File: src/rtl/cfg_group_pkg.sv
// Package: command codes, field layouts, reset values and carriers for the config group
package cfg_group_pkg;

   // Command codes
   localparam logic [7:0] CMD_SCALE_LOOP = 8'h29;
   localparam logic [7:0] CMD_OUTPUT_FLOOR = 8'h2B;
   localparam logic [7:0] CMD_SWITCHING_RATE = 8'h33;
   localparam logic [7:0] CMD_INPUT_TURN_ON = 8'h35;

   // Linear format field positions
   localparam int EXP_MSB = 15;
   localparam int EXP_LSB = 11;
   localparam int MAN_MSB = 10;
   localparam int MAN_LSB = 0;
   localparam int FIX_FRAC = 16;

   // Reset values
   localparam logic [4:0] SCALE_EXP_RESET = 5'h19;
   localparam logic [4:0] TURN_ON_EXP_RESET = 5'h1E;
   localparam logic [15:0] WORD_RESET = 16'h0000;
   localparam int LOAD_DELAY_CYCLES = 1;

   // Divider breakpoints, unsigned Q16
   localparam logic [47:0] FIX_EIGHTH = 48'h0000_0000_2000;
   localparam logic [47:0] FIX_QUARTER = 48'h0000_0000_4000;
   localparam logic [47:0] FIX_HALF = 48'h0000_0000_8000;
   localparam logic [47:0] FIX_ONE = 48'h0000_0001_0000;

   // Divider selection codes
   localparam logic [1:0] DIV_EIGHTH = 2'h0;
   localparam logic [1:0] DIV_QUARTER = 2'h1;
   localparam logic [1:0] DIV_HALF = 2'h2;
   localparam logic [1:0] DIV_ONE = 2'h3;

   // Switching rate bands: start of band i+1 and effective rate of band i
   localparam int RATE_BANDS = 12;
   localparam logic [10:0] RATE_BAND_START [RATE_BANDS-1] = '{
      11'd251, 11'd301, 11'd351, 11'd411, 11'd501, 11'd601,
      11'd701, 11'd821, 11'd1001, 11'd1201, 11'd1401};
   localparam logic [10:0] RATE_BAND_KHZ [RATE_BANDS] = '{
      11'd225, 11'd275, 11'd325, 11'd375, 11'd450, 11'd550,
      11'd650, 11'd750, 11'd900, 11'd1100, 11'd1300, 11'd1500};
   localparam logic [15:0] RATE_LIMIT_KHZ = 16'd1650;
   localparam logic [10:0] MAN_POS_MAX = 11'h3FF;

   // Turn-on hardware levels in quarter volts
   localparam logic [10:0] TURN_ON_HW_MIN_QV = 11'd10;
   localparam logic [10:0] TURN_ON_HW_MAX_QV = 11'd63;

   // Status bit positions
   localparam int SB_NONE_ABOVE = 0;
   localparam int SB_CML = 1;
   localparam int SW_VOUT = 15;
   localparam int SV_MAX_MIN_WARN = 3;
   localparam int SC_INVALID_CMD = 7;
   localparam int SC_INVALID_DATA = 6;

   typedef struct packed {
      logic write;
      logic [7:0] code;
      logic [15:0] data;
   } cmd_req_t;

   typedef struct packed {
      logic valid;
      logic error;
      logic [15:0] data;
   } cmd_rsp_t;

   typedef struct packed {
      logic [15:0] floor_word;
      logic [10:0] scale_man;
      logic [10:0] rate_khz;
      logic [10:0] turn_on_man;
   } nvm_cfg_t;

   typedef struct packed {
      logic [7:0] status_byte;
      logic [15:0] status_word;
      logic [7:0] status_vout;
      logic [7:0] status_cml;
   } status_t;

   // Linear word to signed Q16 fixed point
   function automatic logic signed [47:0] lin_fix(input logic [15:0] w);
      logic signed [5:0] e;
      logic signed [47:0] m;
      e = {w[EXP_MSB], w[EXP_MSB:EXP_LSB]};
      m = {{37{w[MAN_MSB]}}, w[MAN_MSB:MAN_LSB]};
      m = m <<< FIX_FRAC;
      if (e >= 0) begin
         lin_fix = m <<< $unsigned(e);
      end else begin
         lin_fix = m >>> $unsigned(-e);
      end
   endfunction : lin_fix

endpackage : cfg_group_pkg

File: src/rtl/pmbus_vout_freq_vin_config.sv
// Output scale, floor, switching rate and turn-on threshold command group
`timescale 1ns/100ps

// Functional notes
// - Word read and write by command code
// - In-range scale values stored and read unchanged
// - Divider chosen from decoded scale value
// - Reference scaling uses programmed scale value
// - Out-of-range writes rejected, flagged, alert raised
// - Floor is 16-bit unsigned absolute word
// - Target below floor warns, clamps to floor while converting
// - Floor violation sets status bits, alerts
// - Floor valid range equals ceiling range
// - Rate applies now if off, else deferred
// - Rate word is linear exponent and mantissa
// - Rate exponent generated from stored rate
// - Rate quantized into twelve supported bands
// - Turn-on word fixed exponent minus two
// - Turn-on writes apply at once, stored
// - Turn-on rounds down to hardware level
// - Low-input fault masked until first turn-on
// - Scale exponent resets fixed, mantissa from store
module pmbus_vout_freq_vin_config #(
   parameter logic [15:0] FLOOR_VALID_MIN = 16'h0000,
   parameter logic [15:0] FLOOR_VALID_MAX = 16'h2C00,
   parameter logic [47:0] SCALE_VALID_MIN = 48'h0000_0000_0001,
   parameter logic [47:0] SCALE_VALID_MAX = 48'h0000_0001_0000,
   parameter logic [10:0] TURN_ON_VALID_MIN_QV = 11'd10,
   parameter logic [10:0] TURN_ON_VALID_MAX_QV = 11'd72
) (
   // Clock and reset
   input wire logic sys_clk_in,
   input wire logic rst_in,
   // Command port
   input wire logic cmd_valid_in,
   input wire cfg_group_pkg::cmd_req_t cmd_req_in,
   output cfg_group_pkg::cmd_rsp_t cmd_rsp_out,
   // Stored configuration
   input wire cfg_group_pkg::nvm_cfg_t nvm_cfg_in,
   input wire logic nvm_restore_in,
   output logic nvm_store_req_out,
   output logic [15:0] nvm_store_word_out,
   // Conversion state and supply
   input wire logic conv_enable_in,
   input wire logic bias_uvlo_in,
   input wire logic vin_above_on_in,
   input wire logic low_input_raw_in,
   // Output target
   input wire logic target_change_in,
   input wire logic [15:0] target_req_in,
   output logic [15:0] target_out,
   // Hardware settings
   output logic [1:0] div_sel_out,
   output logic [23:0] vref_scale_out,
   output logic [3:0] rate_band_out,
   output logic [10:0] rate_khz_out,
   output logic [5:0] turn_on_qv_out,
   output logic low_input_fault_out,
   // Status
   input wire logic clear_faults_in,
   output cfg_group_pkg::status_t status_out,
   output logic alert_n_out
);
   import cfg_group_pkg::*;

   ////////////////////////////////////////////////////////////////////////////////
   // State
   logic [15:0] floor_q, scale_q, rate_q, turn_on_q, pend_scale_q, pend_rate_q;
   logic load_q, armed_q, set_invalid_cmd, set_invalid_data, set_floor_warn, wr, rd;
   logic [2:0] pin_meta_q, pin_sync_q;
   logic [15:0] rd_data;
   logic rd_hit;
   logic signed [47:0] wfix;
   logic [15:0] wkhz;
   logic w_scale_ok, w_rate_ok, w_floor_ok, w_turn_on_ok;
   logic [15:0] nvm_rate_word, nvm_scale_word, nvm_turn_on_word;
   logic signed [47:0] hw_scale_fix, hw_rate_fix;
   logic [15:0] hw_khz;
   logic [3:0] q_band;
   logic [10:0] q_khz;
   logic [7:0] sb_q, sv_q, sc_q;
   logic sw_vout_q;

   ////////////////////////////////////////////////////////////////////////////////
   // Write checks
   assign wr = cmd_valid_in && cmd_req_in.write;
   assign rd = cmd_valid_in && !cmd_req_in.write;
   assign wfix = lin_fix(cmd_req_in.data);
   assign wkhz = wfix[FIX_FRAC+15:FIX_FRAC];
   assign w_scale_ok = (wfix >= $signed(SCALE_VALID_MIN))
      && (wfix <= $signed(SCALE_VALID_MAX));
   assign w_rate_ok = (wfix > 48'sh0) && (wfix[47:FIX_FRAC+16] == 16'h0000)
      && (wkhz < RATE_LIMIT_KHZ);
   assign w_floor_ok = (cmd_req_in.data >= FLOOR_VALID_MIN)
      && (cmd_req_in.data <= FLOOR_VALID_MAX);
   assign w_turn_on_ok = (cmd_req_in.data[EXP_MSB:EXP_LSB] == TURN_ON_EXP_RESET)
      && (cmd_req_in.data[MAN_MSB:MAN_LSB] >= TURN_ON_VALID_MIN_QV)
      && (cmd_req_in.data[MAN_MSB:MAN_LSB] <= TURN_ON_VALID_MAX_QV);

   always_comb begin
      set_invalid_cmd = 1'b0;
      set_invalid_data = 1'b0;
      if (cmd_valid_in) begin
         case (cmd_req_in.code)
            CMD_SCALE_LOOP: set_invalid_data = wr && !w_scale_ok;
            CMD_OUTPUT_FLOOR: set_invalid_data = wr && !w_floor_ok;
            CMD_SWITCHING_RATE: set_invalid_data = wr && !w_rate_ok;
            CMD_INPUT_TURN_ON: set_invalid_data = wr && !w_turn_on_ok;
            default: set_invalid_cmd = 1'b1;
         endcase
      end
   end

   ////////////////////////////////////////////////////////////////////////////////
   // Stored configuration words
   // Exponent zero while the rate fits the positive mantissa, else one
   assign nvm_rate_word = (nvm_cfg_in.rate_khz > MAN_POS_MAX) ?
      {5'h01, 1'b0, nvm_cfg_in.rate_khz[10:1]} :
      {5'h00, nvm_cfg_in.rate_khz};
   assign nvm_scale_word = {SCALE_EXP_RESET, nvm_cfg_in.scale_man};
   assign nvm_turn_on_word = {TURN_ON_EXP_RESET, nvm_cfg_in.turn_on_man};

   // Registers, loaded one cycle after reset release and on restore
   always_ff @(posedge sys_clk_in) begin
      if (rst_in) begin
         load_q <= 1'b1;
         floor_q <= WORD_RESET;
         scale_q <= {SCALE_EXP_RESET, 11'h000};
         rate_q <= WORD_RESET;
         turn_on_q <= {TURN_ON_EXP_RESET, 11'h000};
      end else begin
         load_q <= 1'b0;
         if (load_q || nvm_restore_in) begin
            floor_q <= nvm_cfg_in.floor_word;
            scale_q <= nvm_scale_word;
            rate_q <= nvm_rate_word;
            turn_on_q <= nvm_turn_on_word;
         end else if (wr && !set_invalid_data) begin
            case (cmd_req_in.code)
               CMD_SCALE_LOOP: scale_q <= cmd_req_in.data;
               CMD_OUTPUT_FLOOR: floor_q <= cmd_req_in.data;
               CMD_SWITCHING_RATE: rate_q <= cmd_req_in.data;
               CMD_INPUT_TURN_ON: turn_on_q <= cmd_req_in.data;
               default: floor_q <= floor_q;
            endcase
         end
      end
   end

   ////////////////////////////////////////////////////////////////////////////////
   // Read answers
   always_comb begin
      rd_hit = 1'b1;
      case (cmd_req_in.code)
         CMD_SCALE_LOOP: rd_data = scale_q;
         CMD_OUTPUT_FLOOR: rd_data = floor_q;
         CMD_SWITCHING_RATE: rd_data = rate_q;
         CMD_INPUT_TURN_ON: rd_data = turn_on_q;
         default: begin
            rd_data = 16'h0000;
            rd_hit = 1'b0;
         end
      endcase
   end

   always_ff @(posedge sys_clk_in) begin
      if (rst_in) begin
         cmd_rsp_out <= '0;
      end else begin
         cmd_rsp_out.valid <= cmd_valid_in;
         cmd_rsp_out.error <= set_invalid_cmd || set_invalid_data;
         cmd_rsp_out.data <= (rd && rd_hit) ? rd_data : 16'h0000;
      end
   end

   // Each accepted write is handed to the backing store
   always_ff @(posedge sys_clk_in) begin
      if (rst_in) begin
         nvm_store_req_out <= 1'b0;
         nvm_store_word_out <= 16'h0000;
      end else begin
         nvm_store_req_out <= wr && !set_invalid_cmd && !set_invalid_data;
         nvm_store_word_out <= cmd_req_in.data;
      end
   end

   ////////////////////////////////////////////////////////////////////////////////
   // Deferred hardware update for scale and rate
   // Words accepted while converting wait here; the hardware sees a divider or
   // rate change under load only from a restore, which applies at once, or from the synced bias_uvlo_in flag
   always_ff @(posedge sys_clk_in) begin
      if (rst_in) begin
         pend_scale_q <= {SCALE_EXP_RESET, 11'h000};
         pend_rate_q <= WORD_RESET;
      end else if (load_q || nvm_restore_in) begin
         pend_scale_q <= nvm_scale_word;
         pend_rate_q <= nvm_rate_word;
      end else if (wr && !set_invalid_data && !conv_enable_in) begin
         if (cmd_req_in.code == CMD_SCALE_LOOP) begin
            pend_scale_q <= cmd_req_in.data;
         end
         if (cmd_req_in.code == CMD_SWITCHING_RATE) begin
            pend_rate_q <= cmd_req_in.data;
         end
      end else if (pin_sync_q[0]) begin
         pend_scale_q <= scale_q;
         pend_rate_q <= rate_q;
      end
   end

   assign hw_scale_fix = lin_fix(pend_scale_q);
   assign hw_rate_fix = lin_fix(pend_rate_q);
   assign hw_khz = hw_rate_fix[FIX_FRAC+15:FIX_FRAC];
   rate_quantizer u_rate_quantizer (
      .khz_in(hw_khz),
      .band_out(q_band),
      .eff_khz_out(q_khz)
   );

   ////////////////////////////////////////////////////////////////////////////////
   // Hardware settings
   always_ff @(posedge sys_clk_in) begin
      if (rst_in) begin
         div_sel_out <= DIV_ONE;
         vref_scale_out <= 24'h000000;
         rate_band_out <= 4'h0;
         rate_khz_out <= RATE_BAND_KHZ[0];
         turn_on_qv_out <= TURN_ON_HW_MIN_QV[5:0];
      end else begin
         if (hw_scale_fix <= $signed(FIX_EIGHTH)) begin
            div_sel_out <= DIV_EIGHTH;
         end else if (hw_scale_fix <= $signed(FIX_QUARTER)) begin
            div_sel_out <= DIV_QUARTER;
         end else if (hw_scale_fix <= $signed(FIX_HALF)) begin
            div_sel_out <= DIV_HALF;
         end else begin
            div_sel_out <= DIV_ONE;
         end
         // Programmed value, not the divider step, so command and output may differ
         vref_scale_out <= (hw_scale_fix > $signed(FIX_ONE)) ? 24'h010000 :
            hw_scale_fix[23:0];
         rate_band_out <= q_band;
         rate_khz_out <= q_khz;
         // Mantissa is quarter volts; clamp is the round-down to a real level
         if (turn_on_q[MAN_MSB:MAN_LSB] > TURN_ON_HW_MAX_QV) begin
            turn_on_qv_out <= TURN_ON_HW_MAX_QV[5:0];
         end else if (turn_on_q[MAN_MSB:MAN_LSB] < TURN_ON_HW_MIN_QV) begin
            turn_on_qv_out <= TURN_ON_HW_MIN_QV[5:0];
         end else begin
            turn_on_qv_out <= turn_on_q[5:0];
         end
      end
   end

   ////////////////////////////////////////////////////////////////////////////////
   // Output floor enforcement
   assign set_floor_warn = target_change_in && conv_enable_in
      && (target_req_in < floor_q);

   always_ff @(posedge sys_clk_in) begin
      if (rst_in) begin
         target_out <= 16'h0000;
      end else if (target_change_in) begin
         // Slewing to this target is done by the transition-rate logic downstream
         target_out <= set_floor_warn ? floor_q : target_req_in;
      end
   end

   ////////////////////////////////////////////////////////////////////////////////
   // Comparator and supply flags are unclocked; two stages before any use
   always_ff @(posedge sys_clk_in) begin
      pin_meta_q <= {vin_above_on_in, low_input_raw_in, bias_uvlo_in};
      pin_sync_q <= pin_meta_q;
   end

   // Low-input fault mask, cleared only by reset
   always_ff @(posedge sys_clk_in) begin
      if (rst_in) begin
         armed_q <= 1'b0;
         low_input_fault_out <= 1'b0;
      end else begin
         if (pin_sync_q[2]) begin
            armed_q <= 1'b1;
         end
         low_input_fault_out <= armed_q && pin_sync_q[1];
      end
   end

   ////////////////////////////////////////////////////////////////////////////////
   // Sticky status; a set in the clearing cycle wins
   always_ff @(posedge sys_clk_in) begin
      if (rst_in) begin
         sb_q <= 8'h00;
         sv_q <= 8'h00;
         sc_q <= 8'h00;
         sw_vout_q <= 1'b0;
      end else begin
         if (clear_faults_in) begin
            sb_q <= 8'h00;
            sv_q <= 8'h00;
            sc_q <= 8'h00;
            sw_vout_q <= 1'b0;
         end
         if (set_floor_warn) begin
            sb_q[SB_NONE_ABOVE] <= 1'b1;
            sw_vout_q <= 1'b1;
            sv_q[SV_MAX_MIN_WARN] <= 1'b1;
         end
         if (set_invalid_data) begin
            sc_q[SC_INVALID_DATA] <= 1'b1;
            sb_q[SB_CML] <= 1'b1;
         end
         if (set_invalid_cmd) begin
            sc_q[SC_INVALID_CMD] <= 1'b1;
            sb_q[SB_CML] <= 1'b1;
         end
      end
   end

   always_ff @(posedge sys_clk_in) begin
      if (rst_in) begin
         status_out <= '0;
         alert_n_out <= 1'b1;
      end else begin
         status_out.status_byte <= sb_q;
         status_out.status_word <= {sw_vout_q, 7'h00, sb_q};
         status_out.status_vout <= sv_q;
         status_out.status_cml <= sc_q;
         alert_n_out <= !((|sb_q) || sw_vout_q);
      end
   end

endmodule : pmbus_vout_freq_vin_config

File: src/rtl/rate_quantizer.sv
// Maps a requested switching rate in kHz onto a supported band
`timescale 1ns/100ps
module rate_quantizer (
   // Request
   input wire logic [15:0] khz_in,
   // Result
   output logic [3:0] band_out,
   output logic [10:0] eff_khz_out
);
   import cfg_group_pkg::*;

   always_comb begin
      band_out = 4'h0;
      for (int i = 0; i < RATE_BANDS - 1; i++) begin
         if (khz_in >= {5'h00, RATE_BAND_START[i]}) begin
            band_out = 4'(i + 1);
         end
      end
      eff_khz_out = RATE_BAND_KHZ[band_out];
   end

endmodule : rate_quantizer

File: config.mk
export PLATFORM = sky130hd
export DESIGN_NAME = pmbus_vout_freq_vin_config
export DESIGN_NICKNAME = d
export VERILOG_FILES = /design/src/rtl/cfg_group_pkg.sv /design/src/rtl/pmbus_vout_freq_vin_config.sv /design/src/rtl/rate_quantizer.sv
export SDC_FILE = /design/constraint.sdc
export NUM_CORES = 1
export LEC_CHECK = 0
export BUFFER_PORTS_ARGS = -buffer_cell sky130_fd_sc_hd__buf_2
export CAP_MARGIN = 20
export CORE_ASPECT_RATIO = 1.5
export CORE_MARGIN = 4
export CORE_UTILIZATION = 42
export DETAILED_ROUTE_END_ITERATION = 16
export SYNTH_ARGS = -nofsm -noshare
export SYNTH_HDL_FRONTEND = slang
export SYNTH_SLANG_ARGS = --single-unit
File: constraint.sdc
create_clock -name sys_clk_in -period 7.1 [get_ports sys_clk_in]
set_clock_uncertainty 0.15 [all_clocks]
set_input_delay 2.13 -clock sys_clk_in [delete_from_list [all_inputs] [get_ports sys_clk_in]]
set_output_delay 2.13 -clock sys_clk_in [all_outputs]
set_load 0.005 [all_outputs]
; ---- Word-level counts from Yosys, hierarchy flattened
; Memories as Yosys holds them, arrays and structs flattened. A register that Yosys moved wholly into a read port is not among the register bits.
; Cells that the tools add are included.
[totals]
reg_bits = 214
rom_bits = 176
inputBits = 100
out_inout_bits = 140
wordCells = 206
mem_count = 1
[op_classes]
n_addsub = 3
n_lt_le_gt_ge = 30
eq_ne = 8
shifts = 6
n_mux = 59
bitwise_logic = 2
reduce_logical = 59
[mem_list]
columns = memory, depth, word_bits, read_ports, rd_ports_with_merged_regs, write_ports, line_no
row1 = (no name shown), 16, 11, 1, 1, 0, rate_quantizer.sv:19  ; eff_khz_out = RATE_BAND_KHZ[band_out];
[op_table]
columns = cell, count
row1 = 16-bit two-way mux, 13
row2 = 48-bit two-way mux, 2
row3 = 27-bit by 6-bit <<< shifter with 48-bit output, 2
row4 = 27-bit by 6-bit >>> shifter with 48-bit output, 2
row5 = 11-bit two-way mux, 7
row6 = 16-bit by 10-bit >= comparator with 1-bit output (second input constant), 4
row7 = 16-bit by 9-bit >= comparator with 1-bit output (second input constant), 4
row8 = 16-bit one-hot mux with 4 select lines, 1
row9 = 48-bit by 2-bit >= comparator with 1-bit output (second input constant), 1
row10 = 48-bit by 1-bit > comparator with 1-bit output (second input constant), 1
row11 = 48-bit by 18-bit > comparator with 1-bit output (second input constant), 1
row12 = 48-bit by 15-bit less-or-equal comparator with 1-bit output (second input constant), 1
row13 = 48-bit by 16-bit less-or-equal comparator with 1-bit output (second input constant), 1
row14 = 48-bit by 17-bit less-or-equal comparator with 1-bit output (second input constant), 1
row15 = 48-bit by 18-bit less-or-equal comparator with 1-bit output (second input constant), 1
row16 = 8-bit by 6-bit == test with 1-bit output (second input constant), 4
row17 = 16-bit by 11-bit >= comparator with 1-bit output (second input constant), 2
row18 = 32-bit two-way mux, 1
row19 = 27-bit by 6-bit <<< shifter with 32-bit output, 1
row20 = 27-bit by 6-bit >>> shifter with 32-bit output, 1
row21 = 1-bit logical AND, 20
row22 = 4-bit two-way mux, 5
row23 = 5-bit negator with 6-bit output, 3
row24 = 2-bit AND reduction, 9
row25 = 32 further kinds, 79

; ---- Logic depth before layout (Yosys ltp)
; Gate-level depths: netlist of the first run.
[depth]
ltp_word = 16
ltp_mapped = 22
mapped_depth_nobuf = 19

; ---- Hierarchy
; From an unflattened synthesis of the first run, not the netlist that was laid out.
[unflattened]
hier_cells = 1738
area_unflattened_um2 = 14036.0
[modules_own_cells]
columns = mod, instances, cells_per_inst, area_each_um2, seq_area_each_um2
row1 = pmbus_vout_freq_vin_config, 1, 1638, 13359.1, 4244.1
row2 = rate_quantizer, 1, 100, 676.9, 0.0

; ---- Worst setup path before layout of the first run
; No wires, ideal clock.
[synth_path]
path_type = input to register
from = in cmd_req_in[14] (netlist bit)
to = reg floor_q[6]
setup_time_ns = 0.103
arrival_ns = 6.148
t_required_ns = 6.847
path_slack_ns = 0.699
cell_stages = 19
n_path_buf = 6
cell_sequence = clkbuf_1 -> clkbuf_1 -> inv_1 -> clkbuf_1 -> and3_1 -> ha_1 -> clkbuf_1 -> inv_1 -> o21ai_0 -> a31oi_1 -> nor4bb_1 -> o221ai_1 -> and2_1 -> o31a_1 -> buf_6 -> nor3b_4 -> buf_6 -> nor3_1 -> a2111oi_2
[synth_between]
elab_chain_cells = 14
elab_cells_between_ends = 33
classes_between = add/sub: 1 / order compare: 7 / eq/ne: 1 / shift: 2 / mux: 3 / reduce/logical: 19
[synth_lines]
columns = item, line_no
row1 = from (decl), pmbus_vout_freq_vin_config.sv:36  ; input wire cfg_group_pkg::cmd_req_t cmd_req_in,
row2 = 5-bit negator with 6-bit output, cfg_group_pkg.sv:94  ; lin_fix = m >>> $unsigned(-e);
row3 = 27-bit by 6-bit >>> shifter with 48-bit output, cfg_group_pkg.sv:94
row4 = 48-bit two-way mux, cfg_group_pkg.sv:91  ; if (e >= 0) begin
row5 = 48-bit by 1-bit > comparator with 1-bit output / 16-bit zero test (equally long branches), pmbus_vout_freq_vin_config.sv:92  ; assign w_rate_ok = (wfix > 48'sh0) && (wfix[47:FIX_FRAC+16] == 16'h0000)
row6 = 1-bit logical AND, pmbus_vout_freq_vin_config.sv:92
row7 = 1-bit logical AND, pmbus_vout_freq_vin_config.sv:93  ; && (wkhz < RATE_LIMIT_KHZ);
row8 = 1-bit zero test, pmbus_vout_freq_vin_config.sv:107  ; CMD_SWITCHING_RATE: set_invalid_data = wr && !w_rate_ok;
row9 = 1-bit logical AND, pmbus_vout_freq_vin_config.sv:107
row10 = 1-bit one-hot mux with 4 select lines (*), pmbus_vout_freq_vin_config.sv:104  ; case (cmd_req_in.code)
row11 = 1-bit two-way mux (*), pmbus_vout_freq_vin_config.sv:103  ; if (cmd_valid_in) begin
row12 = 1-bit zero test (*), pmbus_vout_freq_vin_config.sv:138  ; end else if (wr && !set_invalid_data) begin
row13 = 1-bit logical AND (*), pmbus_vout_freq_vin_config.sv:138
row14 = 2-bit nonzero test (no line) (*), -
row15 = 2-bit AND reduction (no line) (*), -
row16 = to (signal assigned), pmbus_vout_freq_vin_config.sv:134  ; floor_q <= nvm_cfg_in.floor_word;
row17 = to (signal assigned), pmbus_vout_freq_vin_config.sv:141  ; CMD_OUTPUT_FLOOR: floor_q <= cmd_req_in.data;
row18 = to (signal assigned), pmbus_vout_freq_vin_config.sv:144  ; default: floor_q <= floor_q;
row19 = to (decl), pmbus_vout_freq_vin_config.sv:68  ; logic [15:0] floor_q, scale_q, rate_q, turn_on_q, pend_scale_q, pend_rate_q;
; Mark *: on every way between the ends. The rest lies on a longest branch, timed or not.
; A chain may end at the register's enable or synchronous reset.

; ---- Worst setup path in the final report of the first run
[layout_path]
from = in cmd_req_in[11] (netlist bit)
to = reg scale_q[4]
[layout_between]
elab_chain_cells = 14
elab_cells_between_ends = 33
classes_between = add/sub: 1 / order compare: 7 / eq/ne: 1 / shift: 2 / mux: 3 / reduce/logical: 19
[layout_lines]
columns = item, line_no
row1 = 5-bit negator with 6-bit output, cfg_group_pkg.sv:94
row2 = 27-bit by 6-bit >>> shifter with 48-bit output, cfg_group_pkg.sv:94
row3 = 48-bit two-way mux, cfg_group_pkg.sv:91
row4 = 48-bit by 1-bit > comparator with 1-bit output / 16-bit zero test (equally long branches), pmbus_vout_freq_vin_config.sv:92
row5 = 1-bit logical AND, pmbus_vout_freq_vin_config.sv:92
row6 = 1-bit logical AND, pmbus_vout_freq_vin_config.sv:93
row7 = 1-bit zero test, pmbus_vout_freq_vin_config.sv:107
row8 = 1-bit logical AND, pmbus_vout_freq_vin_config.sv:107
row9 = 1-bit one-hot mux with 4 select lines (*), pmbus_vout_freq_vin_config.sv:104
row10 = 1-bit two-way mux (*), pmbus_vout_freq_vin_config.sv:103
row11 = 1-bit zero test (*), pmbus_vout_freq_vin_config.sv:138
row12 = 1-bit logical AND (*), pmbus_vout_freq_vin_config.sv:138
row13 = 2-bit nonzero test (no line) (*), -
row14 = 2-bit AND reduction (no line) (*), -
row15 = to (signal assigned), pmbus_vout_freq_vin_config.sv:128  ; scale_q <= {SCALE_EXP_RESET, 11'h000};
row16 = to (signal assigned), pmbus_vout_freq_vin_config.sv:135  ; scale_q <= nvm_scale_word;
row17 = to (signal assigned), pmbus_vout_freq_vin_config.sv:140  ; CMD_SCALE_LOOP: scale_q <= cmd_req_in.data;
row18 = to (decl), pmbus_vout_freq_vin_config.sv:68
; Marked as above.

==> results.cfg, run 1 <==
[outcome]
outcome = complete, no violations

[drt]
wl_um = 49700
drcViolationCount = 0
drt-vias-per-instance = 6.25
final_antenna_net_count = 0
drt_iter0_markers = 1122
drtPass1Iterations = 5
vias = 14200
wl_per_cell_um = 21.9

[setup_path]
startpoint_type = input port
path_buf_inv = 4
reg2reg_slack_ns = 1.68
cp.required_ns = 7.36
timing.rr.start = pend_rate_q[11]
crit_path_max_incr_delay_ns = 0.61
reg2reg_depth = 15
crit_path_start = cmd_req_in[11]
crit_end = scale_q[4]
cp_slowest_cell = or4_1
rr_endpoint = rate_khz_out[6]
cp_common_cell = buf_4
cp_max_fo = 26
critPathArrivalTime_ns = 6.60
crit_family = simple AND/OR/NAND/NOR gates
worst-path-stages = 16
critPathCaptureType = flip-flop
crit_type = in -> reg
cp_cell_sequence = buf_2 -> inv_1 -> ha_1 -> buf_4 -> mux2_2 -> mux2i_1 -> a22oi_1 -> or4_1 -> nand2_1 -> o221ai_1 -> and2_1 -> o31a_1 -> nor3_4 -> buf_4 -> nor3_1 -> a2111oi_0

[grt]
grt_pass1_wl_um = 75900
grt_antenna_before_repair = 2
grt_usage = 0.256
grt_max_degree = 69
overflow = 0
first_global_vias = 13500

[cts]
cts_max_path_buffers = 3
cts.clk_slew.worst_paths_ns = 0.06
cts_inserted_buffers = 23
cts_htree_levels = 1
numClockSinks = 212
clock_latency_ns = 0.54
postCtsHoldBufs = 0
cts.repair.resized = 0
post_cts_buffers = 0
cts_tree = built
root_buffer = clkbuf_16

[floorplanning]
initial_core_util = 0.426
core_um2 = 33500
num_rows = 82
die_area_um2 = 37100
die_width_um = 159
die_h_um = 234
io_pins = 240

[layout]
area_growth_pct = 13.1
multi_input_area_um2 = 9070
drive_above_1_share = 0.206
instances_no_fill = 2270
area.sequential_um2 = 4240
n_antenna_cell = 0
fill_cells = 3343
nets = 1960

[placed_design]
port_buffers = 207
dp_hpwl_um = 37000
finalWeightedCongestion = 0.964
dp_cells = 2229
preCtsSetupSlack_ns = 0.274

[logic_synthesis]
ys_warn_count = 0
synthFlopType = dfxtp_1
syn_area_per_cell_um2 = 8.31
seq_area_frac_synth = 0.297
yosysUniqueCellTypes = 93
ys_async_sr_fraction = 0
netlist_area_um2 = 14300
synth-edff-count = 0
netlist_instances = 1718
synth_seq_cells = 212

[run]
cap_viol_max_count = 0

[sta]
max_freq_ghz = 0.158
tightest_slew_ns = 1.11
slew_headroom = 0.258
fin_tns_setup_ns = 0
rsz0062_at_grt = no
period_share = 0.893
finalHoldWorstSlack_ns = 0.178
setup_viol = 0
finalMaxSlewViolations = 0
min_period_ns = 6.34
setup_ws_ns = 0.757
hold_violations = 0

[worst_hold_path]
hp-class = reg -> reg

[power]
ir_drop_mv = 0.168
p_leak_nw = 6.55
power_density_nw_per_um2 = 205
-- worst min-delay path by stage --
stage               depth (start not counted)             to     startpoint  slack [ns]
global placement                            0  pin_sync_q[1]  pin_meta_q[1]        0.16
CTS                                         0  pin_sync_q[1]  pin_meta_q[1]        0.18
detailed placement                          0  pin_sync_q[1]  pin_meta_q[1]        0.17
floorplan                                   0  pin_sync_q[0]  pin_meta_q[0]        0.16
finish                                      0  pin_sync_q[1]  pin_meta_q[1]        0.18
global route                                0  pin_sync_q[2]  pin_meta_q[2]        0.19
-- layout make-up --
type,count,share of cell area
repair buffers,248,0.0845
clock inverters,12,0.00844
flip-flops and latches,212,0.263
multi-input cells,1296,0.561
clock buffers,28,0.0380
well taps,420,0.0325
inverters,54,0.0125
-- placed cells by master, fill, tap and decap left out, drive strengths merged, types with 32 or more instances in the layout --
master,count
a21oi,86
mux2i,95
a211oi,49
a22oi,58
nand2,102
inv,52
nor2,203
a2111oi,32
nor3,79
dfxtp,212
mux4,32
buf,248
o21ai,59
conb,32
-- per-layer routing --
metal / GRT usage / part of all wire / vias to the layer above
met5: 0 / 0 / -
met1: 0.303 / 0.37 / 6728
met2: 0.453 / 0.51 / 646
li1: - / - / 6652
met4: 0.120 / 0.051 / 0
met3: 0.0336 / 0.067 / 151
-- cell families after synthesis --
group,after synthesis,synth area share
and+or+nand+nor,572,0.198
AOI/OAI and AO/OA,512,0.267
buffers and inverters,241,0.0779
DFF,212,0.297
muxes,149,0.134
adders and majority gates,25,0.0219
xor gates and xnor gates,6,0.00368
other,1,0.000263
-- power breakdown --
part	switching [mW]	internal [mW]
Clock	0.515	0.695
Sequential	0.0733	1.27
Combinational	0.445	0.315
Total	1.03	2.28
-- sequential cells by signal, summed over array words and instances, names as in the netlist, 3 cells and up --
register / count
rate_q: 16
rate_khz_out: 11
turn_on_qv_out: 6
vref_scale_out: 24
pend_rate_q: 16
floor_q: 16
rate_band_out: 4
pin_sync_q: 3
status_out: 4
target_out: 16
cmd_rsp_out: 18
pend_scale_q: 16
scale_q: 16
nvm_store_word_out: 16
turn_on_q: 16
pin_meta_q: 3
-- synthesized netlist by cell type, types with 12 or more instances --
| cell type | instances | share of area |
|---|---|---|
| or2_2 | 12 | 0.0053 |
| nand2_1 | 102 | 0.027 |
| mux2_2 | 22 | 0.017 |
| clkbuf_1 | 103 | 0.027 |
| a21oi_1 | 85 | 0.030 |
| nand2b_1 | 18 | 0.0079 |
| a22oi_1 | 58 | 0.030 |
| nor2_1 | 203 | 0.053 |
| nand3b_1 | 21 | 0.011 |
| mux4_2 | 32 | 0.050 |
| o31ai_1 | 16 | 0.0084 |
| o21a_1 | 12 | 0.0063 |
| nor2b_1 | 28 | 0.012 |
| nor3_1 | 77 | 0.027 |
| buf_1 | 15 | 0.0039 |
| mux2i_1 | 95 | 0.067 |
| buf_4 | 41 | 0.022 |
| o21ai_0 | 57 | 0.020 |
| a211oi_1 | 48 | 0.025 |
| buf_2 | 24 | 0.0084 |
| inv_1 | 49 | 0.013 |
| a31oi_1 | 17 | 0.0074 |
| ha_1 | 25 | 0.022 |
| a2111oi_0 | 20 | 0.012 |
| nand3_1 | 26 | 0.0091 |
| o32ai_1 | 12 | 0.0074 |
| dfxtp_1 | 212 | 0.30 |
| nand4_1 | 14 | 0.0061 |
| a21o_1 | 28 | 0.015 |
-- metrics by stage --
| step | cell area [µm²] | power [mW] | util |
|---|---|---|---|
| after global routing | 16200 | 3.47 | 0.482 |
| after CTS | 16100 | 3.33 | 0.481 |
| after floorplan | 14400 | 1.87 | - |
| after detailed placement | 15400 | 2.11 | 0.458 |
| final | 16200 | 3.31 | 0.482 |
| after global placement | 15400 | 2.10 | 0.458 |
No activity file was read; power rests on OpenSTA's default activity.
==> run 2: changes to the inputs <==
--- a/config.mk
+++ b/config.mk
@@ -11,6 +11,7 @@
 export CORE_MARGIN = 4
 export CORE_UTILIZATION = 42
 export DETAILED_ROUTE_END_ITERATION = 16
+export PLACE_DENSITY = 0.72
 export SYNTH_ARGS = -nofsm -noshare
 export SYNTH_HDL_FRONTEND = slang
 export SYNTH_SLANG_ARGS = --single-unit
==> run 2 against run 1 <==
Flip-flop and latch count is the same. Combinational power is essentially flat. First-iteration DRC count grew 30%. Final cell count grew 0.18%. Sequential power is essentially flat. Largest cell class unchanged. Largest power group unchanged. Highest routed layer unchanged.
==> results.cfg, run 2 (synthesis results as in run 1) <==
[power]
power_density_nw_per_um2 = 206
p_leak_nw = 6.57
ir_drop_mv = 0.179
p_total_mw = 3.34

[drt]
drcViolationCount = 0
final_antenna_net_count = 0
vias = 14400
wl_um = 48200
drt-vias-per-instance = 6.32
drtPass1Iterations = 6
drt_iter0_markers = 1457
wl_per_cell_um = 21.2

[grt]
grt_pass1_wl_um = 73000
grt_antenna_before_repair = 3
grt_max_degree = 69
overflow = 0
grt_usage = 0.244
first_global_vias = 13500

[sta]
setup_viol = 0
period_share = 0.880
tightest_slew_ns = 1.10
max_freq_ghz = 0.160
slew_headroom = 0.261
rsz0062_at_grt = no
finalMaxSlewViolations = 0
fin_tns_setup_ns = 0
min_period_ns = 6.25
finalHoldWorstSlack_ns = 0.174
hold_violations = 0

[placed_design]
finalWeightedCongestion = 0.964
dp_hpwl_um = 35900
port_buffers = 207

[floorplanning]
die_h_um = 234
num_rows = 82
io_pins = 240
initial_core_util = 0.426
die_width_um = 159
die_area_um2 = 37100
core_um2 = 33500

[worst_hold_path]
whs_path_depth = 0
hold_path_startpoint = pin_meta_q[0]
hp-class = reg -> reg
hold_path_end = pin_sync_q[0]

[layout]
multi_input_area_um2 = 9070
final_cell_mix = 212 x dfxtp_1, 206 x buf_2, 202 x nor2_1, 102 x nand2_1, 95 x mux2i_1
area_growth_pct = 13.6
largest_reg_flops = 24
fill_cells = 3207
fin_util = 0.483
drive_above_1_share = 0.207
reg_top3 = vref_scale_out (24), cmd_rsp_out (18)
area.sequential_um2 = 4240
largest-register = vref_scale_out
final_common_cell = dfxtp_1
nets = 1960

[cts]
cts_inserted_buffers = 22
root_buffer = clkbuf_16
numClockSinks = 212
cts_htree_levels = 1
post_cts_buffers = 0
cts_max_path_buffers = 3
cts.repair.resized = 0
postCtsHoldBufs = 0
clock_latency_ns = 0.53
cts_tree = built
cts.clk_slew.worst_paths_ns = 0.07

[setup_path]
cp_cell_sequence = buf_2 -> inv_1 -> ha_1 -> buf_4 -> mux2_2 -> mux2i_1 -> a22oi_1 -> or4_1 -> nand2_1 -> o221ai_1 -> and2_1 -> o31a_1 -> buf_4 -> nor3b_4 -> buf_4 -> nor3_1 -> a2111oi_0
cp.required_ns = 7.32
critPathCaptureType = flip-flop
cp_common_cell = buf_4
startpoint_type = input port
reg2reg_depth = 14
rr_endpoint = rate_khz_out[6]
timing.rr.start = pend_rate_q[12]
cp_slowest_cell = or4_1
cp_max_fo = 23
crit_type = in -> reg
crit_path_max_incr_delay_ns = 0.60
critPathArrivalTime_ns = 6.47
reg2reg_slack_ns = 1.27

[outcome]
outcome = complete, no violations

[run]
cap_viol_max_count = 0
-- run 2: changes by cell type in the layout (fill, tap and decap cells not counted), sizes merged --
cell | previous run | this run
buf | 248 | 249
bufinv | 2 | 3
clkbuf | 28 | 27
clkinv | 9 | 10
clkinvlp | 3 | 2
diode | 0 | 3
-- run 2: worst max-delay path, delay by kind of cell --
| family | cells | cell delay, ns |
|---|---|---|
| AO/OA/AOI/OAI | 4 | 1.16 |
| buffers and inverters | 5 | 0.98 |
| adder cells (fa/ha/maj) | 1 | 0.49 |
| multiplexers | 2 | 0.48 |
| AND/OR/NAND/NOR | 5 | 1.21 |
-- run 2: cell type report --
cell class | count | area share
Tap cell | 420 | 0.0324
Multi-Input combinational cell | 1296 | 0.559
Inverter | 54 | 0.0125
Sequential cell | 212 | 0.262
Clock buffer | 27 | 0.0370
Timing Repair Buffer | 249 | 0.0862
Clock inverter | 13 | 0.0105
Antenna cell | 3 | 0.000463
-- run 2: stage by stage --
| stage | setup slack (ns) | cells | instance area, µm² |
|---|---|---|---|
| after floorplan | 0.699 | 1749 | 14400 |
| after global placement | 0.644 | 2230 | 15400 |
| after detailed placement | 0.414 | 2230 | 15400 |
| after CTS | 0.887 | 2270 | 16200 |
| after global routing | 0.632 | 2274 | 16200 |
| final | 0.853 | 2274 | 16200 |
-- run 2: worst max path at each step --
stage / from / to / cells after the start
finish: cmd_req_in[11] / turn_on_q[5] / 17
global placement: cmd_req_in[11] / floor_q[0] / 15
global route: cmd_req_in[11] / floor_q[4] / 17
floorplan: cmd_req_in[14] / floor_q[6] / 19
detailed placement: cmd_req_in[11] / turn_on_q[5] / 15
CTS: cmd_req_in[11] / turn_on_q[5] / 15
-- run 2: power breakdown --
| part | total [mW] | leakage [nW] | switching (mW) | internal (mW) |
|---|---|---|---|---|
| registers | 1.34 | 1.75 | 0.0725 | 1.27 |
| clock network | 1.24 | 0.375 | 0.519 | 0.719 |
| logic | 0.760 | 4.45 | 0.442 | 0.317 |
-- run 2: metal layers --
metal  part of all wire  vias to the layer above  GRT usage
li1                   -                     6650          -
met2               0.49                      775      0.417
met5                  0                        -          0
met1               0.37                     6736      0.290
met3              0.076                      212     0.0345
met4              0.062                        0      0.138
==> run 3: changes to the inputs <==
--- a/config.mk
+++ b/config.mk
@@ -7,7 +7,7 @@
 export LEC_CHECK = 0
 export BUFFER_PORTS_ARGS = -buffer_cell sky130_fd_sc_hd__buf_2
 export CAP_MARGIN = 20
-export CORE_ASPECT_RATIO = 1.5
+export CORE_ASPECT_RATIO = 1.4
 export CORE_MARGIN = 4
 export CORE_UTILIZATION = 42
 export DETAILED_ROUTE_END_ITERATION = 16
==> run 3 against run 2 <==
Combinational power about the same. Clock power about the same. Clock-buffer cell count unchanged. Hold slack better by 0.0064 ns. Critical path depth down 2. Flip-flop and latch count unchanged. Power down 0.74%. Utilization up 0.18 points. Sequential power about the same. Critical endpoint is now pend_scale_q[8].
==> results.cfg, run 3 (synthesis results as in run 1) <==
[outcome]
outcome = complete, no violations

[cts]
cts.clk_slew.worst_paths_ns = 0.06
postCtsHoldBufs = 0
post_cts_buffers = 0
root_buffer = clkbuf_16
cts_htree_levels = 1
cts.repair.resized = 0
cts_max_path_buffers = 3
cts_tree = built
clock_latency_ns = 0.53
cts_inserted_buffers = 22
numClockSinks = 212

[placed_design]
dpl_cell_area_um2 = 15400
port_buffers = 207
dp_cells = 2255
finalWeightedCongestion = 1.01
dp_hpwl_um = 36400

[grt]
grt_antenna_before_repair = 5
grt_usage = 0.253
grt_pass1_wl_um = 75700
overflow = 0
first_global_vias = 13700
grt_max_degree = 53

[floorplanning]
die_width_um = 164
initial_core_util = 0.427
core_um2 = 33400
io_pins = 240
die_area_um2 = 37100
die_h_um = 226
num_rows = 79

[worst_hold_path]
hold_path_startpoint = pin_meta_q[2]
whs_path_depth = 0
hold_path_end = pin_sync_q[2]
hp-class = reg -> reg

[drt]
wl_um = 49100
drt_iter0_markers = 1376
drtPass1Iterations = 7
vias = 14400
drt-vias-per-instance = 6.24
final_antenna_net_count = 0
drcViolationCount = 0
wl_per_cell_um = 21.3

[setup_path]
crit_type = in -> reg
reg2reg_slack_ns = 1.20
critPathCaptureType = flip-flop
timing.rr.start = pend_rate_q[12]
cp.required_ns = 7.37
reg2reg_depth = 17
startpoint_type = input port
cp_max_fo = 18
critPathArrivalTime_ns = 6.57
rr_endpoint = rate_khz_out[8]

[sta]
setup_viol = 0
min_period_ns = 6.30
fin_tns_setup_ns = 0
hold_violations = 0
tightest_slew_ns = 1.08
finalMaxSlewViolations = 0
slew_headroom = 0.281
max_freq_ghz = 0.159
rsz0062_at_grt = no
period_share = 0.888

[power]
p_leak_nw = 6.56
ir_drop_mv = 0.157
p_total_mw = 3.31
power_density_nw_per_um2 = 204

[layout]
area.sequential_um2 = 4240
final_cell_mix = 212 x dfxtp_1, 206 x buf_2, 202 x nor2_1, 102 x nand2_1, 95 x mux2i_1
multi_input_area_um2 = 9070
design_area_um2 = 16200
reg_top3 = vref_scale_out (24), cmd_rsp_out (18)
drive_above_1_share = 0.208
instances_no_fill = 2301
largest_reg_flops = 24
final_common_cell = dfxtp_1
nets = 1961
largest-register = vref_scale_out
area_growth_pct = 13.5
fill_cells = 3305

[run]
cap_viol_max_count = 0
## run 3: cell count changes in the layout (fill, tap and decap cells not counted), moves of 2 or more
cell	previous run	this run
buf_12	2	0
buf_4	40	44
clkbuf_1	2	0
clkbuf_8	3	5
diode_2	3	5
## run 3: report_power, final
part | internal [mW] | switching [mW] | total [mW]
clock | 0.701 | 0.509 | 1.21
sequential | 1.27 | 0.0740 | 1.34
combinational | 0.316 | 0.445 | 0.761
total | 2.28 | 1.03 | 3.31
## run 3: area by class of cell
| cell class | instances | area share |
|---|---|---|
| inverter | 54 | 0.0125 |
| clock buffer | 27 | 0.0382 |
| clock inverter | 12 | 0.00895 |
| sequential | 212 | 0.262 |
| antenna | 5 | 0.000772 |
| multi-input combinational | 1296 | 0.560 |
| tap | 445 | 0.0343 |
| timing repair buffer | 250 | 0.0840 |
## run 3: how the worst max path moves through the flow
stage,from,to,slack (ns),depth (start not counted)
global route,cmd_req_in[11],pend_scale_q[0],0.52,16
finish,cmd_req_in[11],pend_scale_q[8],0.80,15
detailed placement,cmd_req_in[11],pend_scale_q[8],0.33,15
floorplan,cmd_req_in[14],floor_q[6],0.70,19
CTS,cmd_req_in[11],pend_scale_q[8],0.89,15
global placement,cmd_req_in[11],pend_scale_q[8],0.49,16
## run 3: stage by stage
step | setup WS, ns | hold slack, ns | util
floorplan | 0.699 | 0.160 | -
detailed placement | 0.335 | 0.164 | 0.462
CTS | 0.888 | 0.179 | 0.484
global route | 0.517 | 0.196 | 0.485
finish | 0.799 | 0.181 | 0.485
global placement | 0.489 | 0.160 | 0.462
## run 3: critical path: stages
cell and delay [ns]:
buf_2 0.10, inv_1 0.05, ha_1 0.57, mux2i_1 0.38, inv_1 0.08, mux4_2 0.48, or4_1 0.54, nand2_1 0.12
and3_1 0.16, and4_1 0.28, o31ai_2 0.10, o21ai_2 0.69, buf_4 0.37, a22oi_1 0.13, o41ai_1 0.38
## run 3: metal layers
metal  up-vias  wire length [µm]  GRT usage
li1       6643                 -          -
met1      6860             18800      0.305
met2       711             24500      0.440
met3       148              3530     0.0398
met4         2              2220      0.114
met5         -                17          0
